[src/logic/crm_pkg.sv]
package crm_pkg;
    // Command encoding taken from the sampled select, row, column and write-enable pins.
    typedef enum logic [3:0] {
        CRM_CMD_MRS = 4'h0,
        CRM_CMD_REF = 4'h1,
        CRM_CMD_PRE = 4'h2,
        CRM_CMD_ACT = 4'h3,
        CRM_CMD_WR = 4'h4,
        CRM_CMD_ZQC = 4'h6,
        CRM_CMD_RD = 4'h5,
        CRM_CMD_NOP = 4'h7,
        CRM_CMD_DES = 4'h8
    } crm_cmd_t;

    localparam int CRM_ADDR_W = 14;
    localparam int CRM_BANK_W = 3;
    localparam int CRM_DQ_W = 8;
    localparam int CRM_BEATS = 8;
    localparam logic [2:0] CRM_MR3_BANK = 3'h3;
    localparam int CRM_ENABLE_BIT = 2;
    localparam int CRM_LOC_LSB = 0;
    localparam int CRM_COL_HALF_BIT = 2;
    localparam int CRM_AUTO_PRE_BIT = 10;
    localparam int CRM_CHOP_BIT = 12;
    localparam logic [1:0] CRM_LOC_PATTERN = 2'h0;
    localparam logic [1:0] CRM_LOC_RESET = 2'h0;
    localparam logic CRM_ENABLE_RESET = 1'b0;
    localparam logic [7:0] CRM_PATTERN = 8'hAA;
    // Read latency in link clock cycles from a read command to its first data beat.
    localparam int CRM_READ_LATENCY = 5;
    localparam int CRM_LAT_W = 4;
    // Link timing limits, in link clock cycles, system clock cycles or time units as printed.
    localparam int CRM_ODT_HIGH_LONG_BURST_CK = 6;
    localparam int CRM_LEVEL_FIRST_STROBE_CK = 40;
    localparam int CRM_LEVEL_STROBE_DRIVE_CK = 25;
    localparam int CRM_REFRESH_CYCLE_NS = 260;
    localparam int CRM_REFRESH_INTERVAL_NORMAL_NS = 7800;
    localparam int CRM_REFRESH_INTERVAL_HOT_NS = 3900;
    localparam int CRM_CLK_PERIOD_PS = 4000;
    localparam int CRM_REFRESH_CYCLE_CLK = (CRM_REFRESH_CYCLE_NS * 1000 + CRM_CLK_PERIOD_PS - 1)
        / CRM_CLK_PERIOD_PS;
endpackage

[src/logic/crm_cmd_sample.sv]
`timescale 1ns/1ps
// Two-stage synchroniser for the link pins plus edge detection of the link clock.
module crm_cmd_sample (
    input wire logic clk,
    input wire logic rst,
    input wire logic ck_link,
    input wire logic [crm_pkg::CRM_ADDR_W+crm_pkg::CRM_BANK_W+4:0] pins_in,
    output logic ck_rise,
    output logic ck_fall,
    output logic [crm_pkg::CRM_ADDR_W+crm_pkg::CRM_BANK_W+4:0] pins_q
);
    import crm_pkg::*;
    localparam int W = CRM_ADDR_W + CRM_BANK_W + 5;

    logic [W-1:0] meta_q;
    logic [W-1:0] sync_q;
    logic ck_meta_q;
    logic ck_sync_q;
    logic ck_prev_q;

    always_ff @(posedge clk) begin
        meta_q <= pins_in;
        sync_q <= meta_q;
        ck_meta_q <= ck_link;
        ck_sync_q <= ck_meta_q;
        if (rst) begin
            // Held high in reset so a link clock already high at release is not seen as a rise.
            ck_prev_q <= 1'b1;
            pins_q <= '0;
        end else begin
            ck_prev_q <= ck_sync_q;
            pins_q <= sync_q;
        end
    end

    assign ck_rise = ck_sync_q && !ck_prev_q;
    assign ck_fall = !ck_sync_q && ck_prev_q;
endmodule

[src/logic/crm_core.sv]
`timescale 1ns/1ps
// How it works
// - With the mode on, every read is served from the calibration register.
// - The two-bit location field picks what each calibration read returns.
// - With the mode on, read with auto precharge acts as plain read; no precharge follows.
// - Reset still works while calibration readout is on.
// - Enable clear: location ignored, reads and writes go to the array.
// - Location zero returns 0,1,0,1 beats; chopped reads start at column 0 or 4.
// - Calibration bit on data line zero; other lines copy it.
// - Calibration reads keep normal read latency; loop must be locked first.
module crm_core (
    input wire logic clk,
    input wire logic rst,
    input wire logic ck_link,
    input wire logic cs_n,
    input wire logic ras_n,
    input wire logic cas_n,
    input wire logic we_n,
    input wire logic odt,
    input wire logic [crm_pkg::CRM_BANK_W-1:0] bank,
    input wire logic [crm_pkg::CRM_ADDR_W-1:0] addr,
    input wire logic [crm_pkg::CRM_DQ_W-1:0] array_rdata,
    output logic array_rd,
    output logic array_wr,
    output logic array_pre,
    output logic [crm_pkg::CRM_DQ_W-1:0] dq_out,
    output logic dq_oe,
    output logic cal_mode,
    output logic [1:0] loc_field,
    output logic illegal_cmd,
    output logic refresh_early
);
    import crm_pkg::*;
    localparam int PW = CRM_ADDR_W + CRM_BANK_W + 5;

    function automatic crm_cmd_t decode(input logic c, input logic r, input logic a,
                                        input logic w);
        if (c) begin
            decode = CRM_CMD_DES;
        end else begin
            decode = crm_cmd_t'({1'b0, r, a, w});
        end
    endfunction

    // ------------------------------------------------------------
    // Pin sampling
    // ------------------------------------------------------------
    logic ck_rise;
    logic [PW-1:0] pins_q;

    crm_cmd_sample u_sample (
        .clk(clk),
        .rst(rst),
        .ck_link(ck_link),
        .pins_in({cs_n, ras_n, cas_n, we_n, odt, bank, addr}),
        .ck_rise(ck_rise),
        .ck_fall(),
        .pins_q(pins_q)
    );

    logic s_cs_n;
    logic s_ras_n;
    logic s_cas_n;
    logic s_we_n;
    logic s_odt;
    logic [CRM_BANK_W-1:0] s_bank;
    logic [CRM_ADDR_W-1:0] s_addr;
    crm_cmd_t cmd;

    assign {s_cs_n, s_ras_n, s_cas_n, s_we_n, s_odt, s_bank, s_addr} = pins_q;
    assign cmd = decode(s_cs_n, s_ras_n, s_cas_n, s_we_n);

    // ------------------------------------------------------------
    // Mode register three
    // ------------------------------------------------------------
    logic cal_en_q;
    logic [1:0] loc_q;
    logic mr3_write;

    assign mr3_write = ck_rise && cmd == CRM_CMD_MRS && s_bank == CRM_MR3_BANK;

    always_ff @(posedge clk) begin
        if (rst) begin
            cal_en_q <= CRM_ENABLE_RESET;
            loc_q <= CRM_LOC_RESET;
        end else if (mr3_write) begin
            cal_en_q <= s_addr[CRM_ENABLE_BIT];
            loc_q <= s_addr[CRM_LOC_LSB+1:CRM_LOC_LSB];
        end
    end

    assign cal_mode = cal_en_q;
    assign loc_field = loc_q;

    // ------------------------------------------------------------
    // Command routing
    // ------------------------------------------------------------
    logic is_read;
    logic is_write;

    assign is_read = ck_rise && cmd == CRM_CMD_RD;
    assign is_write = ck_rise && cmd == CRM_CMD_WR;

    // Array strobes are registered so they line up with the sampled command.
    always_ff @(posedge clk) begin
        if (rst) begin
            array_rd <= 1'b0;
            array_wr <= 1'b0;
            array_pre <= 1'b0;
        end else begin
            array_rd <= is_read && !cal_en_q;
            array_wr <= is_write && !cal_en_q;
            // Auto precharge is dropped while calibration readout owns the reads.
            array_pre <= is_read && !cal_en_q && s_addr[CRM_AUTO_PRE_BIT];
        end
    end

    // Anything but a read, deselect, no-op or register three write while enabled is flagged, not executed.
    always_ff @(posedge clk) begin
        if (rst) begin
            illegal_cmd <= 1'b0;
        end else begin
            illegal_cmd <= ck_rise && cal_en_q && cmd != CRM_CMD_RD && cmd != CRM_CMD_NOP
                && cmd != CRM_CMD_DES && !(cmd == CRM_CMD_MRS && s_bank == CRM_MR3_BANK);
        end
    end

    // ------------------------------------------------------------
    // Refresh spacing watch
    // ------------------------------------------------------------
    logic [15:0] ref_cnt_q;

    always_ff @(posedge clk) begin
        if (rst) begin
            ref_cnt_q <= 16'(CRM_REFRESH_CYCLE_CLK);
            refresh_early <= 1'b0;
        end else begin
            refresh_early <= ck_rise && (cmd == CRM_CMD_REF || cmd == CRM_CMD_ACT)
                && ref_cnt_q < 16'(CRM_REFRESH_CYCLE_CLK);
            if (ck_rise && cmd == CRM_CMD_REF) begin
                ref_cnt_q <= 16'h0000;
            end else if (ref_cnt_q < 16'(CRM_REFRESH_CYCLE_CLK)) begin
                ref_cnt_q <= ref_cnt_q + 16'h0001;
            end
        end
    end

    // ------------------------------------------------------------
    // Read data path
    // ------------------------------------------------------------
    // A read is remembered as a single pending countdown of link cycles, so the calibration
    // burst appears at the same latency as an array read.
    logic [CRM_LAT_W-1:0] lat_q;
    logic pend_q;
    logic pend_cal_q;
    logic pend_chop_q;
    logic pend_half_q;
    logic [3:0] beat_q;
    logic burst_q;
    logic burst_cal_q;
    logic [3:0] beat_end_q;

    always_ff @(posedge clk) begin
        if (rst) begin
            pend_q <= 1'b0;
            pend_cal_q <= 1'b0;
            pend_chop_q <= 1'b0;
            pend_half_q <= 1'b0;
            lat_q <= '0;
        end else if (is_read) begin
            pend_q <= 1'b1;
            pend_cal_q <= cal_en_q;
            pend_chop_q <= !s_addr[CRM_CHOP_BIT];
            pend_half_q <= s_addr[CRM_COL_HALF_BIT];
            lat_q <= CRM_LAT_W'(CRM_READ_LATENCY - 1);
        end else if (pend_q && ck_rise) begin
            if (lat_q == '0) begin
                pend_q <= 1'b0;
            end else begin
                lat_q <= lat_q - 1'b1;
            end
        end
    end

    // One beat per system clock cycle once the burst starts; the link clock does not pace the beats.
    always_ff @(posedge clk) begin
        if (rst) begin
            burst_q <= 1'b0;
            burst_cal_q <= 1'b0;
            beat_q <= 4'h0;
            beat_end_q <= 4'h0;
        end else if (pend_q && ck_rise && lat_q == '0) begin
            burst_q <= 1'b1;
            burst_cal_q <= pend_cal_q;
            beat_q <= pend_chop_q && pend_half_q ? 4'h4 : 4'h0;
            beat_end_q <= pend_chop_q ? (pend_half_q ? 4'h7 : 4'h3) : 4'h7;
        end else if (burst_q) begin
            if (beat_q == beat_end_q) begin
                burst_q <= 1'b0;
            end else begin
                beat_q <= beat_q + 4'h1;
            end
        end
    end

    logic cal_bit;
    assign cal_bit = loc_q == CRM_LOC_PATTERN ? CRM_PATTERN[beat_q[2:0]] : 1'b0;

    always_ff @(posedge clk) begin
        if (rst) begin
            dq_out <= '0;
            dq_oe <= 1'b0;
        end else begin
            dq_oe <= burst_q;
            if (burst_q && burst_cal_q) begin
                dq_out <= {CRM_DQ_W{cal_bit}};
            end else if (burst_q) begin
                dq_out <= array_rdata;
            end else begin
                dq_out <= '0;
            end
        end
    end
endmodule

[config.mk]
export PLATFORM = sky130hd
export DESIGN_NAME = crm_core
export DESIGN_NICKNAME = d
export VERILOG_FILES = /design/src/logic/crm_pkg.sv /design/src/logic/crm_cmd_sample.sv /design/src/logic/crm_core.sv
export SDC_FILE = /design/constraint.sdc
export NUM_CORES = 1
export LEC_CHECK = 0
export BUFFER_PORTS_ARGS = -buffer_cell sky130_fd_sc_hd__clkbuf_2
export CORE_MARGIN = 2
export CORE_UTILIZATION = 40
export DETAILED_ROUTE_END_ITERATION = 6
export PLACE_DENSITY = 0.68
export SYNTH_ARGS = -nofsm -noshare
export SYNTH_HDL_FRONTEND = slang
export SYNTH_SLANG_ARGS = --single-unit
export TNS_END_PERCENT = 100
[constraint.sdc]
create_clock -name clk -period 5.2 [get_ports clk]
set_clock_uncertainty 0.2 [all_clocks]
set_input_delay 0.78 -clock clk [delete_from_list [all_inputs] [get_ports clk]]
set_output_delay 0.78 -clock clk [all_outputs]
set_load 0.005 [all_outputs]
==> results of run 1 <==
==> sequential cells by signal, summed over array words and instances, names as in the netlist, 2 cells and up, named ones only <==
register / cells
ref_cnt_q: 16
u_sample.meta_q: 12
u_sample.pins_q: 12
u_sample.sync_q: 12
dq_out: 8
beat_q: 4
lat_q: 4
beat_end_q: 2
loc_field: 2
==> stage by stage <==
step | hold slack (ns) | cell area [um^2]
2_1_floorplan | 0.1096 | 2836
3_5_place_dp | 0.1121 | 3122
4_1_cts | 0.1315 | 3369
6_report | 0.1288 | 3369
3_3_place_gp | 0.1101 | 3122
5_1_grt | 0.1368 | 3369
==> Yosys cell counts (2+ instances only) <==
library cell,count,share of area [%]
dfxtp_1,89,63
nor2_1,17,2.2
a21oi_1,16,2.8
nand2_1,14,1.9
nor2b_1,13,2.9
and2_1,12,2.6
nand3_1,12,2.1
inv_1,9,1.2
mux2i_1,8,2.8
nor3_1,7,1.2
clkbuf_1,5,0.66
nor3b_1,5,1.3
xor2_1,5,1.5
ha_1,4,1.8
nor4_1,3,0.66
o21ai_0,3,0.53
or4_1,3,0.79
a2111oi_0,2,0.62
a21boi_0,2,0.53
a21boi_1,2,0.53
and3_1,2,0.44
nand2b_1,2,0.44
nor4b_1,2,0.62
o21ba_2,2,0.71
o31ai_1,2,0.53
o41ai_1,2,0.62
or3_1,2,0.44
==> cell usage in the layout, fill, tap and decap left out, types with 3 or more instances in the layout <==
cell type and count:
nor3b_1 5, ha_1 4, nand2_1 14, nand3_1 12
clkbuf_2 39, o21ai_0 3, dfxtp_1 89, a21oi_1 16
nor2_1 17, clkbuf_8 9, and2_1 12, mux2i_1 8
or4_1 3, nor2b_1 13, xor2_1 5, nor4_1 3
inv_1 9, nor3_1 7, bufinv_16 3
==> final timing paths <==
path	end	slack, ns	cells past startpoint
max	ref_cnt_q[5]	2.89	4
min	u_sample.sync_q[16]	0.13	0
max reg2reg	ref_cnt_q[6]	3.09	4
min reg2reg	u_sample.sync_q[16]	0.13	0
==> where the power goes <==
part | switching (mW) | total [mW] | internal, mW
Combinational | 0.0236 | 0.0448 | 0.0212
Sequential | 0.00885 | 0.709 | 0.700
Clock | 0.243 | 0.566 | 0.323
Total | 0.275 | 1.32 | 1.04
==> worst max-delay path, stage by stage <==
cell	delay, ns
clkbuf_2	0.46
a21oi_1	0.90
nand2b_1	0.11
mux2i_1	0.14
==> cells by family (layout without fill, tap and decap cells) <==
family          count (synthesis)  after routing  synth area share (%)
flops                          89             89                 62.81
xor+xnor                        6              6                 1.853
compound gates                 37             37                 8.646
buf+inv                        16             64                 2.250
simple gates                  101            101                 19.85
fa+ha+maj                       4              4                 1.765
mux                             8              8                 2.823
==> area by class of cell <==
class	count	area [um^2]	share of cell area, %
well taps	96	120.1	3.565
inverters	9	33.78	1.003
repair buffers	39	195.2	5.793
multi-input cells	156	991.0	29.41
flip-flops and latches	89	1782	52.88
clock buffers	9	123.9	3.676
clock inverters	7	123.9	3.676
==> per-layer routing <==
| metal | vias to the layer above | wire length [um] | track usage (%) | part of all wire (%) |
|---|---|---|---|---|
| met3 | 8 | 178 | 3.918 | 4.0 |
| li1 | 981 | - | - | - |
| met1 | 860 | 2148 | 16.63 | 49 |
| met5 | - | 0 | 0 | 0 |
| met4 | 0 | 79 | 8.264 | 1.8 |
| met2 | 30 | 2014 | 18.25 | 46 |
==> metrics.txt, run 1 <==
Syn Inst Count=261; CP max FO=43; Post-synth EDFFs=0; initial DRC count=114; H-tree levels=3; # port buffers=39; clk buf depth=2; grt total ovfl=0; Via density=4.640; P&R area growth vs syn=18.79%; FF+latch count, synth=89; largest net degree at the start of global routing=44; Clock Pin Slew Worst Setup and Hold Paths=0.09 ns; cts repair resizes=0; layout cell share with drive strength beyond 1=19.74%; distinct cell type count after synthesis=43; period utilization=44.37%; Final Max Tran Viols=0; final setup fails=0; sequential fraction of the synthesis area=62.81%; drt total wl=4.421 mm; Worst R2R Start=ref_cnt_q[2]; die footprint=0.007781 mm^2; Slew headroom=34.51%; Total GRT Usage=12.74%; syn_area_per_cell=10.87 um^2; VDD IR max=248.6 uV; post-synth design cell area=0.002836 mm^2; final hold violations=0; CTS tree=built; total power=1.320 mW; Syn Nets=298; FP Rows=30; Final Util=49.32%; status=finished, final reports clean; first-pass GRT wire length=7.472 mm; via count=1879; FFs w/ async S/R, synth=0%; clock latency on the worst-skew pair=0.35 ns; Ys Warns=0; Final Non-Filler Cells=405; critical path type=input port to register; IO Pins=50; Max Cap Violations=0; Initial DRT Pass Iterations=4; Antenna Violating Nets Remaining=0; Post-Place Worst Slack=2.446 ns; wire length per cell=10.92 um; routability cong.=0.7957; Least-Margin Pin Slew=0.9697 ns; Die H=88.21 um; Initial Util=41.52%; Die Wd=88.21 um; hold_sp=u_sample.meta_q[16]; achievable frequency=433.4 MHz; Worst EP required=5.29 ns; nets=341; # diodes=0; core area=0.006832 mm^2; Root Buffer=clkbuf_8; cts hold-fix bufs=0; post-layout min period=2.307 ns; placed insts=389; vias in the first global route=1687; setup TNS=0 ns; dpl hpwl=2.985 mm; DRC=0; pwr/cell area=391.7 mW/mm^2; Most used DFF post-synth=dfxtp_1; initial antenna violation count=0; number of CTS-inserted buffers=9; crit path from=rst; HP Class=register to register; # Post-CTS Setup Buffers=0; crit path DAT=2.40 ns; RSZ-0062 raised after global routing=no; clock sinks=89; startpoint types=input port; CP Capture Type=register; final worst slack=2.893 ns; LEAKAGE=1.350 nW; FILL cells=660
Note: power is estimated with default switching activity, not from simulation.
==> run 2, diff against run 1 <==
Settings changed: PLACE_DENSITY 0.68 to 0.71.
Clock period 5.2 ns to 1.9 ns, I/O delays scaled along.
==> metrics.txt, run 2 (synthesis gave the netlist of run 1 again) <==
vias in the first global route=1913; Final Max Tran Viols=0; DRT met1 WL=2.276 mm; Antenna Violating Nets Remaining=0; Via density=4.662; CP Capture Type=register; final worst slack=-0.004154 ns; LEAKAGE=1.485 nW; Final Util=53.55%; drt total wl=5.215 mm; Max Cap Violations=0; Die H=88.21 um; crit path DAT=2.00 ns; Clock Pin Slew Worst Setup and Hold Paths=0.09 ns; wire length per cell=11.91 um; final setup fails=2; FP Rows=30; Largest register FFs=16; Worst EP required=1.99 ns; period utilization=100.2%; most common cell after layout, fill and taps aside=dfxtp_1; VDD IR max=597.0 uV; failing checks=negative setup slack; IO Pins=50; CTS tree=built; # diodes=0; clock latency on the worst-skew pair=0.35 ns; Root Buffer=clkbuf_8; Die Wd=88.21 um; sequential standard cell area=0.001782 mm^2; H-tree levels=3; total power=3.408 mW; layout cell share with drive strength beyond 1=23.39%; nets=374; critical path type=register to register; HP Class=input port to register; Biggest register=ref_cnt_q; routability cong.=0.7686; Least-Margin Pin Slew=0.5494 ns; startpoint types=register; final hold violations=0; largest net degree at the start of global routing=36; most frequent cells in the layout=dfxtp_1 (89), clkbuf_2 (39), dlygate4sd3_1 (21); CP max FO=7; met3 wire len=238 um; post-layout min period=1.904 ns; initial DRC count=131; dpl hpwl=3.293 mm; Initial DRT Pass Iterations=4; max layer used=met4; metal2 WL=2.558 mm; RSZ-0062 raised after global routing=yes; pwr/cell area=931.5 mW/mm^2; setup TNS=-0.005867 ns; core area=0.006832 mm^2; Slew headroom=62.43%; FILL cells=594; die footprint=0.007781 mm^2; Multi-input gate area=0.001026 mm^2; grt total ovfl=0; first-pass GRT wire length=8.583 mm; via count=2042; number of CTS-inserted buffers=9; Initial Util=41.52%; P&R area growth vs syn=28.98%; achievable frequency=525.2 MHz; # port buffers=39; initial antenna violation count=0; DRC=0; clock sinks=89; Total GRT Usage=14.50%; clk buf depth=2; status=finished, violations left
run 2: cell count changes in the layout (fill, tap and decap cells not counted), moves of 2 or more:
cell / previous run / this run
or4_4: 1 / 3
buf_4: 0 / 12
nor4_2: 0 / 2
dlygate4sd3_1: 0 / 21
or4_1: 3 / 1
nor4_1: 3 / 1
bufinv_16: 3 / 1
run 2: timing repair:
item	in CTS	in global routing
resized for setup	3	6
buffers inserted	0	1
pin swaps	1	2
hold buffers	21	0
hold endpoints to repair	21	0
endpoints found under the setup margin	5	6
run 2: report_power, final:
group	leakage (nW)	internal [mW]	switching, mW
logic	0.654	0.0985	0.0821
clock network	0.100	0.618	0.667
registers	0.731	1.92	0.0255
total	1.48	2.63	0.774
run 2: worst paths after layout:
path                                           from                  end  slack [ns]  cells past startpoint
worst max-delay path                   ref_cnt_q[5]         ref_cnt_q[4]      -0.004                      4
worst min-delay path                            rst  u_sample.pins_q[19]        0.05                      2
worst max register to register         ref_cnt_q[5]         ref_cnt_q[4]      -0.004                      4
worst min register to register  u_sample.meta_q[12]  u_sample.sync_q[12]        0.13                      0
run 2: per-stage QoR:
step	worst slack, ns	hold WS (ns)	std cells	instance area (um^2)
detailed placement	-0.01658	0.1121	400	3204
global placement	0.01938	0.1116	400	3204
global route	-0.05927	0.06518	438	3659
CTS	-0.001021	0.04928	437	3628
finish	-0.004154	0.05321	438	3659
floorplan	0.04282	0.1096	261	2836
run 2: metal layers:
metal	GRT usage, %	vias up
li1	-	1053
met1	18.17	928
met2	22.56	50
met3	4.104	11
met4	8.127	0
met5	0	-
run 2: critical path, cell delays in order (launching register included):
cell and delay (ns):
dfxtp_1 0.32, or4_4 0.54, o21a_4 0.24, or4_4 0.41
a21boi_1 0.13
run 2: cell type report:
cell class,instances,area share (%)
Clock buffer,9,3.386
Multi-Input combinational cell,156,28.04
Inverter,9,0.9234
Tap cell,96,3.283
Timing Repair Buffer,72,13.54
Sequential cell,89,48.70
Clock inverter,7,2.120
